File: config.mk
export PLATFORM = sky130hd
export DESIGN_NAME = temp_sensor_serial_readout
export DESIGN_NICKNAME = d
export VERILOG_FILES = /design/src/sync2.v /design/src/temp_sensor_serial_readout.v
export VERILOG_INCLUDE_DIRS = /design/src /design/src/src
export SDC_FILE = /design/constraint.sdc
export NUM_CORES = 1
export LEC_CHECK = 0
export BUFFER_PORTS_ARGS = -buffer_cell sky130_fd_sc_hd__buf_4
export CORE_ASPECT_RATIO = 0.7
export CORE_MARGIN = 2
export CORE_UTILIZATION = 45
export CTS_CLUSTER_DIAMETER = 40
export DETAILED_ROUTE_END_ITERATION = 8
export RECOVER_POWER = 25
export SYNTH_ARGS = -nofsm -noshare
export SYNTH_HDL_FRONTEND = slang
export SYNTH_SLANG_ARGS = --single-unit
File: constraint.sdc
create_clock -name I_CLK -period 5.9 [get_ports I_CLK]
set_clock_uncertainty 0.2 [all_clocks]
set_input_delay 0.59 -clock I_CLK [delete_from_list [all_inputs] [get_ports I_CLK]]
set_output_delay 0.59 -clock I_CLK [all_outputs]
set_load 0.02 [all_outputs]
File: src/temp_readout_consts.vh
// Constants for the serial temperature readout block
// Assumes a 25 MHz system clock; included by the readout design file only
`ifndef TEMP_READOUT_CONSTS_VH
`define TEMP_READOUT_CONSTS_VH

`define CLK_HZ 25000000
`define SLOW_PERIOD_MS 8000
`define FAST_PERIOD_MS 500
`define CONV_TIME_MS 250
`define SLOW_PERIOD_CYC ((`CLK_HZ / 1000) * `SLOW_PERIOD_MS)
`define FAST_PERIOD_CYC ((`CLK_HZ / 1000) * `FAST_PERIOD_MS)
`define CONV_TIME_CYC ((`CLK_HZ / 1000) * `CONV_TIME_MS)
`define RESULT_W 13
`define FRAME_W 16
`define RESULT_RST 13'h0000
`define CONFIRM_POS 2
`define BITCNT_W 5

`endif

File: src/sync2.v
// Two-flop synchroniser for one asynchronous level
// Assumes the input is from outside the I_CLK domain
`timescale 1ns/1ps
`default_nettype none
module sync2 (
  input wire i_clk,
  input wire i_reset_n,
  input wire i_rst_val,
  input wire i_async,
  output wire o_sync
);
  reg meta_reg;
  reg sync_reg;

  always @(posedge i_clk) begin
    if (!i_reset_n) begin
      meta_reg <= i_rst_val;
      sync_reg <= i_rst_val;
    end else begin
      meta_reg <= i_async;
      sync_reg <= meta_reg;
    end
  end

  // Reset level is the pin's idle level, tied at the instance
  assign o_sync = sync_reg;
endmodule
`default_nettype wire

File: src/temp_sensor_serial_readout.v
// Serial readout and conversion sequencing of a temperature sensor
// Assumes select and serial clock come from an outside host; the
// converter front end hands a 13-bit sample on completion
// Partial frames are legal; the host must then let a conversion
// finish before the next read, nothing here enforces that
`timescale 1ns/1ps
`default_nettype none
`include "temp_readout_consts.vh"
module temp_sensor_serial_readout #(
  parameter SLOW_VARIANT = 1'b0,
  parameter [31:0] SLOW_PERIOD_CYC = `SLOW_PERIOD_CYC,
  parameter [31:0] FAST_PERIOD_CYC = `FAST_PERIOD_CYC,
  parameter [31:0] CONV_TIME_CYC = `CONV_TIME_CYC
) (
  input wire I_CLK,
  input wire I_RESET_N,
  input wire I_CS_N,
  input wire I_SCK,
  input wire [`RESULT_W-1:0] I_ADC_SAMPLE,
  output reg O_SO,
  output reg O_SO_OE,
  output reg O_CONVERTING,
  output reg O_CONV_START,
  output reg [`RESULT_W-1:0] O_RESULT
);
  // ------------------------------------------------------------
  // Helpers
  // ------------------------------------------------------------
  // Count down one, stopping at zero
  function [31:0] dec_sat;
    input [31:0] val;
    begin
      if (val != 32'h00000000)
        dec_sat = val - 32'h00000001;
      else
        dec_sat = 32'h00000000;
    end
  endfunction

  // Falling edge of a synchronised level
  function fell_edge;
    input now_val;
    input prev_val;
    begin
      fell_edge = ~now_val & prev_val;
    end
  endfunction

  // Rising edge of a synchronised level
  function rose_edge;
    input now_val;
    input prev_val;
    begin
      rose_edge = now_val & ~prev_val;
    end
  endfunction

  // Counter in its last cycle
  function at_end;
    input [31:0] val;
    begin
      at_end = (val <= 32'h00000001);
    end
  endfunction

  // ------------------------------------------------------------
  // Input synchronisers
  // ------------------------------------------------------------
  wire cs_n_s;
  wire sck_s;
  // Select idles high
  sync2 u_cs_sync (
    .i_clk(I_CLK),
    .i_reset_n(I_RESET_N),
    .i_rst_val(1'b1),
    .i_async(I_CS_N),
    .o_sync(cs_n_s)
  );
  // Serial clock idles low
  sync2 u_sck_sync (
    .i_clk(I_CLK),
    .i_reset_n(I_RESET_N),
    .i_rst_val(1'b0),
    .i_async(I_SCK),
    .o_sync(sck_s)
  );

  // Previous levels for edge finding; reset to each pin's idle level
  reg cs_prev_reg;
  reg sck_prev_reg;
  wire cs_rise = rose_edge(cs_n_s, cs_prev_reg);
  wire cs_fall = fell_edge(cs_n_s, cs_prev_reg);
  wire sck_fall = fell_edge(sck_s, sck_prev_reg);

  always @(posedge I_CLK) begin
    if (!I_RESET_N) begin
      cs_prev_reg <= 1'b1;
      sck_prev_reg <= 1'b0;
    end else begin
      cs_prev_reg <= cs_n_s;
      sck_prev_reg <= sck_s;
    end
  end

  // ------------------------------------------------------------
  // Conversion sequencer
  // ------------------------------------------------------------
  // One-hot states
  localparam [2:0] ST_WAIT = 3'b001;
  localparam [2:0] ST_CONV = 3'b010;
  localparam [2:0] ST_IDLE = 3'b100;

  reg [2:0] state_reg;
  reg [2:0] state_next;
  reg [31:0] conv_cnt_reg;
  reg [31:0] conv_cnt_next;
  reg [31:0] period_cnt_reg;
  reg [31:0] period_cnt_next;
  reg [`RESULT_W-1:0] result_next;
  reg start_next;
  wire [31:0] period_cyc = SLOW_VARIANT ? SLOW_PERIOD_CYC : FAST_PERIOD_CYC;

  always @* begin
    state_next = state_reg;
    conv_cnt_next = conv_cnt_reg;
    period_cnt_next = period_cnt_reg;
    result_next = O_RESULT;
    start_next = 1'b0;
    case (state_reg)
      ST_WAIT: begin
        period_cnt_next = dec_sat(period_cnt_reg);
        if (!cs_n_s) begin
          state_next = ST_IDLE;
        end else if (at_end(period_cnt_reg)) begin
          state_next = ST_CONV;
          conv_cnt_next = CONV_TIME_CYC;
          period_cnt_next = period_cyc;
          start_next = 1'b1;
        end
      end
      ST_CONV: begin
        period_cnt_next = dec_sat(period_cnt_reg);
        // Abort leaves the last result untouched
        if (!cs_n_s) begin
          state_next = ST_IDLE;
        end else if (at_end(conv_cnt_reg)) begin
          result_next = I_ADC_SAMPLE;
          state_next = ST_WAIT;
        end else begin
          conv_cnt_next = dec_sat(conv_cnt_reg);
        end
      end
      // Select held low: result stays, shifter keeps serving
      ST_IDLE: begin
        if (cs_rise) begin
          state_next = ST_CONV;
          conv_cnt_next = CONV_TIME_CYC;
          period_cnt_next = period_cyc;
          start_next = 1'b1;
        end
      end
      default: begin
        state_next = ST_WAIT;
      end
    endcase
  end

  always @(posedge I_CLK) begin
    if (!I_RESET_N) begin
      state_reg <= ST_WAIT;
      conv_cnt_reg <= 32'h00000000;
      period_cnt_reg <= 32'h00000000;
      O_RESULT <= `RESULT_RST;
      O_CONV_START <= 1'b0;
      O_CONVERTING <= 1'b0;
    end else begin
      state_reg <= state_next;
      conv_cnt_reg <= conv_cnt_next;
      period_cnt_reg <= period_cnt_next;
      O_RESULT <= result_next;
      O_CONV_START <= start_next;
      O_CONVERTING <= (state_next == ST_CONV);
    end
  end

  // ------------------------------------------------------------
  // Serial output shifter
  // ------------------------------------------------------------
  reg [`FRAME_W-1:0] shift_reg;
  reg [`BITCNT_W-1:0] bit_cnt_reg;

  always @(posedge I_CLK) begin
    if (!I_RESET_N) begin
      shift_reg <= {`FRAME_W{1'b0}};
      bit_cnt_reg <= {`BITCNT_W{1'b0}};
      O_SO <= 1'b0;
      O_SO_OE <= 1'b0;
    end else if (cs_n_s) begin
      bit_cnt_reg <= {`BITCNT_W{1'b0}};
      O_SO_OE <= 1'b0;
      O_SO <= 1'b0;
    end else if (cs_fall) begin
      // Result on top, confirm bit low, two undriven tail bits
      shift_reg <= {O_RESULT, 3'b000};
      O_SO <= O_RESULT[`RESULT_W-1];
      O_SO_OE <= 1'b1;
      bit_cnt_reg <= 5'h01;
    end else if (sck_fall && bit_cnt_reg != 5'h00) begin
      // Shifting works in idle as well
      shift_reg <= {shift_reg[`FRAME_W-2:0], 1'b0};
      O_SO <= shift_reg[`FRAME_W-2];
      // Counter stops at sixteen so extra clocks stay quiet
      if (bit_cnt_reg < 5'h10)
        bit_cnt_reg <= bit_cnt_reg + 5'h01;
      O_SO_OE <= (bit_cnt_reg < (`FRAME_W - `CONFIRM_POS));
    end
  end
endmodule
`default_nettype wire

# Yosys cells after proc, flatten, opt, wreduce, memory -nomap -nowiden
# Index checks and enable logic that the tools add are counted.
[op_classes] n_reduce_logical=15 addsub=3 n_lt_le_gt_ge=4 n_mux=31 bitwise_logic=7 n_eq_ne=9
[op_table] operator="two-way mux 32 bit" count=10
[op_table] operator="case mux 32 bit (3 select lines)" count=2
[op_table] operator="<= comparator 32 x 1 -> 1 bit, second input constant" count=2
[op_table] operator="nonzero test 32 bit" count=2
[op_table] operator="subtractor 32 x 1 -> 32 bit, second input constant" count=2
[op_table] operator="two-way mux 15 bit" count=2
[op_table] operator="two-way mux 3 bit" count=5
[op_table] operator="two-way mux 1 bit" count=10
[op_table] operator="case mux 3 bit (3 select lines)" count=1
[op_table] operator="AND reduction 2 bit" count=4
[op_table] operator="== test 3 x 2 -> 1 bit, second input constant" count=2
[op_table] operator="!= test 2 bit, second input constant" count=3
[op_table] operator="AND reduction 6 bit" count=1
[op_table] operator="adder 5 x 1 -> 5 bit, second input constant" count=1
[op_table] operator="< comparator 5 x 4 -> 1 bit, second input constant" count=1
[op_table] operator="< comparator 5 bit, second input constant" count=1
[op_table] operator="nonzero test 5 bit" count=1
[op_table] operator="!= test 2 x 1 -> 1 bit, second input constant" count=2
[op_table] operator="NOT 1 bit" count=4
[op_table] operator="nonzero test 2 bit" count=2
[op_table] operator="AND 1 bit" count=3
[op_table] operator="== test 3 x 1 -> 1 bit, second input constant" count=1
[op_table] operator="== test 3 bit, second input constant" count=1
[op_table] operator="AND reduction 3 bit" count=1
[op_table] operator="5 further kinds" count=5
[word_totals] input_bits=17 reg_bits=110 elab_cells=86

# Depth between registers and ports, before layout
[logic_depth] depth_word=5 depth_mapped=10 ltp_nobuf=8

# By module
# From an unflattened synthesis, not the netlist that was laid out.
[hier_totals] cells_unflattened=655 area_unflattened_um2=5462.7
[modules_own_cells] mod="temp_sensor_serial_readout" seq_area_each_um2=2062.0 area_each_um2=5337.6 instances=1 cells_per_inst=647
[modules_own_cells] mod="sync2" seq_area_each_um2=40.0 area_each_um2=62.6 instances=2 cells_per_inst=4

# Worst setup path before layout
# No wires, ideal clock.
[synth_timing] path_type="flip-flop to flip-flop" startpoint="register period_cnt_reg[2]" endpoint="register period_cnt_reg[20]" period_less_slack_ns=2.779 setup_time_ns=0.074 required_time_ns=5.626 t_arrival_ns=2.505 setup_slack_ns=3.121 path_stages_with_launch=8 cell_sequence="dfxtp_1 -> or4_4 -> or2_1 -> buf_6 -> or4b_4 -> buf_6 -> or4b_1 -> a31oi_1"
[synth_between] elab_chain_cells=5 elab_cells_between_ends=7 cone_classes="add/sub: 1; order compare: 1; mux: 4; reduce/logical: 1"
[synth_lines] item="start, declared" line="temp_sensor_serial_readout.v:117" text="reg [31:0] period_cnt_reg;"
[synth_lines] item="start signal, assigned" line="temp_sensor_serial_readout.v:179" text="period_cnt_reg <= period_cnt_next;"
[synth_lines] item="subtractor 32 x 1 -> 32 bit or nonzero test 32 bit (tied branches)" line="temp_sensor_serial_readout.v:34, temp_sensor_serial_readout.v:33"
[synth_lines] item="two-way mux 32 bit" line="temp_sensor_serial_readout.v:33" text="if (val != 32'h00000000)"
[synth_lines] item="two-way mux 32 bit" line="temp_sensor_serial_readout.v:134" text="end else if (at_end(period_cnt_reg)) begin"
[synth_lines] item="two-way mux 32 bit" line="temp_sensor_serial_readout.v:132" text="if (!cs_n_s) begin"
[synth_lines] item="case mux 32 bit (3 select lines) (*)" line="temp_sensor_serial_readout.v:129" text="case (state_reg)"
# Every way passes the cells marked *; elsewhere a longest branch is shown, timed or not.
# A chain may end at the register's enable or synchronous reset.

==> reports/metrics.yaml <==
status:
  status: "finished, violations left"
  violations: "max-capacitance violations, max-slew violations"
power:
  power-per-cell-area_mw_per_mm2: 555.7
  power_w: 0.003182
  ir_drop_v: 0.0003300
  p_leak_nw: 2.124
logic_synthesis:
  synthMuxAreaShare_pct: 2.712
  ys.flop_type: "dfxtp_1"
  synth_area_leaders: "dfxtp_1 41%, nand2_1 4.8%, nor2_1 4.6%, a21oi_1 4.5%, xnor2_1 3.4%"
  synth_top_family_by_area: "simple AND/OR/NAND/NOR gates"
  syn_nets: 656
  ys_ff_latch: 107
  ys_async_sr_fraction_pct: 0
  synth_compound_area_share_pct: 15.74
  synth_largest_area_cell: "dfxtp_1"
  ys_seq_area_share_pct: 41.45
  synth.avg_cell_area_um2: 8.176
  synth_common_cells: "107 x dfxtp_1, 66 x nand2_1, 64 x nor2_1"
  synth_top_cell_area_share_pct: 41.45
  yosys_warnings: 0
  syn_area_mm2: 0.005167
  synth_edf_count: 0
  synth_xor_area_share_pct: 5.254
  synth.distinct_cells: 53
  synthSimpleGateAreaFrac_pct: 29.13
  yosysMostFrequentCell: "dfxtp_1"
  synth-adder-area-share_pct: 1.695
  postSynthCellCount: 632
worst_setup_path:
  startpoint: "I_RESET_N"
  crit_arrival_ns: 4.04
  crit_cells: 6
  reg2reg_from: "conv_cnt_reg[8]"
  rrSetupSlack_ns: 2.61
  reg2reg_depth: 7
  critPathTopFamily: "buffers and inverters"
  critPathMaxFanout: 31
  critPathMaxStageDelay_ns: 1.14
  critPathLaunchType: "input pin"
  crit_end: "period_cnt_reg[0]"
  r2r_end: "conv_cnt_reg[29]"
  end_kind: "flop"
  path_class: "in -> reg"
  slowest_stage: "clkbuf_1"
  worstPathRequired_ns: 5.98
  cp_cell_sequence: "clkbuf_1, inv_1, buf_4, a31o_2, or2_2, a21oi_1"
  crit_buf_inv: 3
timing:
  rsz0062_at_grt: "false"
  finalSetupViolCount: 0
  fmax_mhz: 252.5
  fin_crit_sh_pct: 67.14
  finalCriticalPeriod_ns: 3.961
  slew_headroom_pct: -7.504
  drv_slew: 32
  hold_viol: 0
  tightestPinTransition_ns: 1.613
  setup_tns_ns: 0
clock_network:
  cts-hold-fix-buffers: 0
  tritoncts: "yes"
  clkLatencyLatePin_ns: 0.35
  post_cts_buffers: 0
  root_buffer: "clkbuf_16"
  cts.clk_slew.worst_paths_ns: 0.06
  cts_resized: 0
  h-tree-depth: 3
  clock-sinks: 107
  cts.path.max_buffers: 2
  numCtsBuffers: 9
layout:
  utilization_pct: 51.62
  antenna_cells: 0
  fillers: 1061
  post_route_cells_drive_above_1_share_pct: 7.975
  areaGrowthSynthToFinish_pct: 10.80
  num-nets-final: 671
routing:
  drt-vias-per-instance: 5.759
  num_vias: 4636
  drc: 0
  routedWlPerCell_um: 15.64
  ant_nets: 0
  drt_pre_antenna_iters: 5
  drt_iter0_markers: 338
  wirelength_mm: 12.59
die:
  die_w_um: 132.1
  placeableCoreArea_mm2: 0.01109
  initial_utilization_pct: 46.59
  core.rowCount: 32
  io_pins: 34
  die_y_um: 93.66
  die-area_mm2: 0.01237
grt:
  antenna_found_initial: 0
  grt_pass1_vias: 4066
  grt_pass1_wl_mm: 21.18
  gr-total-overflow: 0
  grt_max_degree: 32
  track_usage_pct: 21.25
placement:
  port_buffers: 33
  place_hpwl_mm: 8.623
  gp_congestion: 0.9289
flow_run:
  cap_violations: 1
hold_path:
  hp-class: "in -> reg"
[where the power goes]
| group | total (W) | switching (W) | internal (W) |
|---|---|---|---|
| combinational | 0.00164 | 0.00108 | 0.000556 |
| sequential | 0.000962 | 0.000118 | 0.000843 |
| clock | 0.000583 | 0.000287 | 0.000296 |
| total | 0.00318 | 0.00149 | 0.00170 |
[routing by layer]
metal	global-route usage [%]	routed length, um	vias to the layer above
met1	32.19	6550	2169
met5	0	0	-
met3	5.771	926	7
li1	-	-	2304
met2	29.69	5025	156
met4	4.529	90	0
[final cells by class]
class | instances | area (um2) | share of cell area (%)
clock buffer | 10 | 229.0 | 3.999
clock inverter | 6 | 57.56 | 1.005
inverter | 13 | 48.80 | 0.8523
multi-input combinational | 476 | 2824 | 49.32
sequential | 107 | 2142 | 37.41
tap | 153 | 191.4 | 3.344
timing repair buffer | 40 | 232.7 | 4.065
[worst min-delay path by stage]
stage                             start                 end  depth (start not counted)
floorplan            u_cs_sync.meta_reg    u_cs_sync.o_sync                          1
global placement    u_sck_sync.meta_reg   u_sck_sync.o_sync                          1
detailed placement  u_sck_sync.meta_reg   u_sck_sync.o_sync                          1
CTS                              I_CS_N  u_cs_sync.meta_reg                          2
global route                     I_CS_N  u_cs_sync.meta_reg                          2
finish                           I_CS_N  u_cs_sync.meta_reg                          2
[through the flow]
stage	cell area, um2	hold slack [ns]	setup WS, ns	instances
detailed placement	5507	0.2240	2.732	789
finish	5725	0.2215	1.939	805
global placement	5507	0.2143	2.748	789
CTS	5793	0.2095	2.686	805
global route	5725	0.2128	1.671	805
floorplan	5167	0.1863	3.121	632
[kinds of logic (layout without fill, tap and decap cells)]
family          after synthesis  in the layout
compound gates              136            136
flops                       107            107
buf+inv                      49             69
fa+ha+maj                     7              7
mux                          14             14
xor+xnor                     31             31
simple gates                288            288
[layout by cell type, fill, tap and decap left out, drive strengths merged, types with 2 or more instances in the layout]
cell	instances
o32ai	2
ha	7
o211ai	2
nor4b	2
nor3b	6
nand2	66
nand4	6
nor2	64
nor3	34
mux2i	14
a31oi	12
and2	7
nand4b	6
nand3	15
a41oi	2
buf	22
or2	8
xor2	11
or4	13
o22ai	6
inv	15
clkinv	4
nand2b	12
or4b	3
a211oi	19
nor4	21
or3	13
xnor2	20
nand3b	6
o21ai	38
a21oi	46
dfxtp	107
nor2b	4
a32o	2
clkbuf	28
No activity file was read; power rests on OpenSTA's default activity.
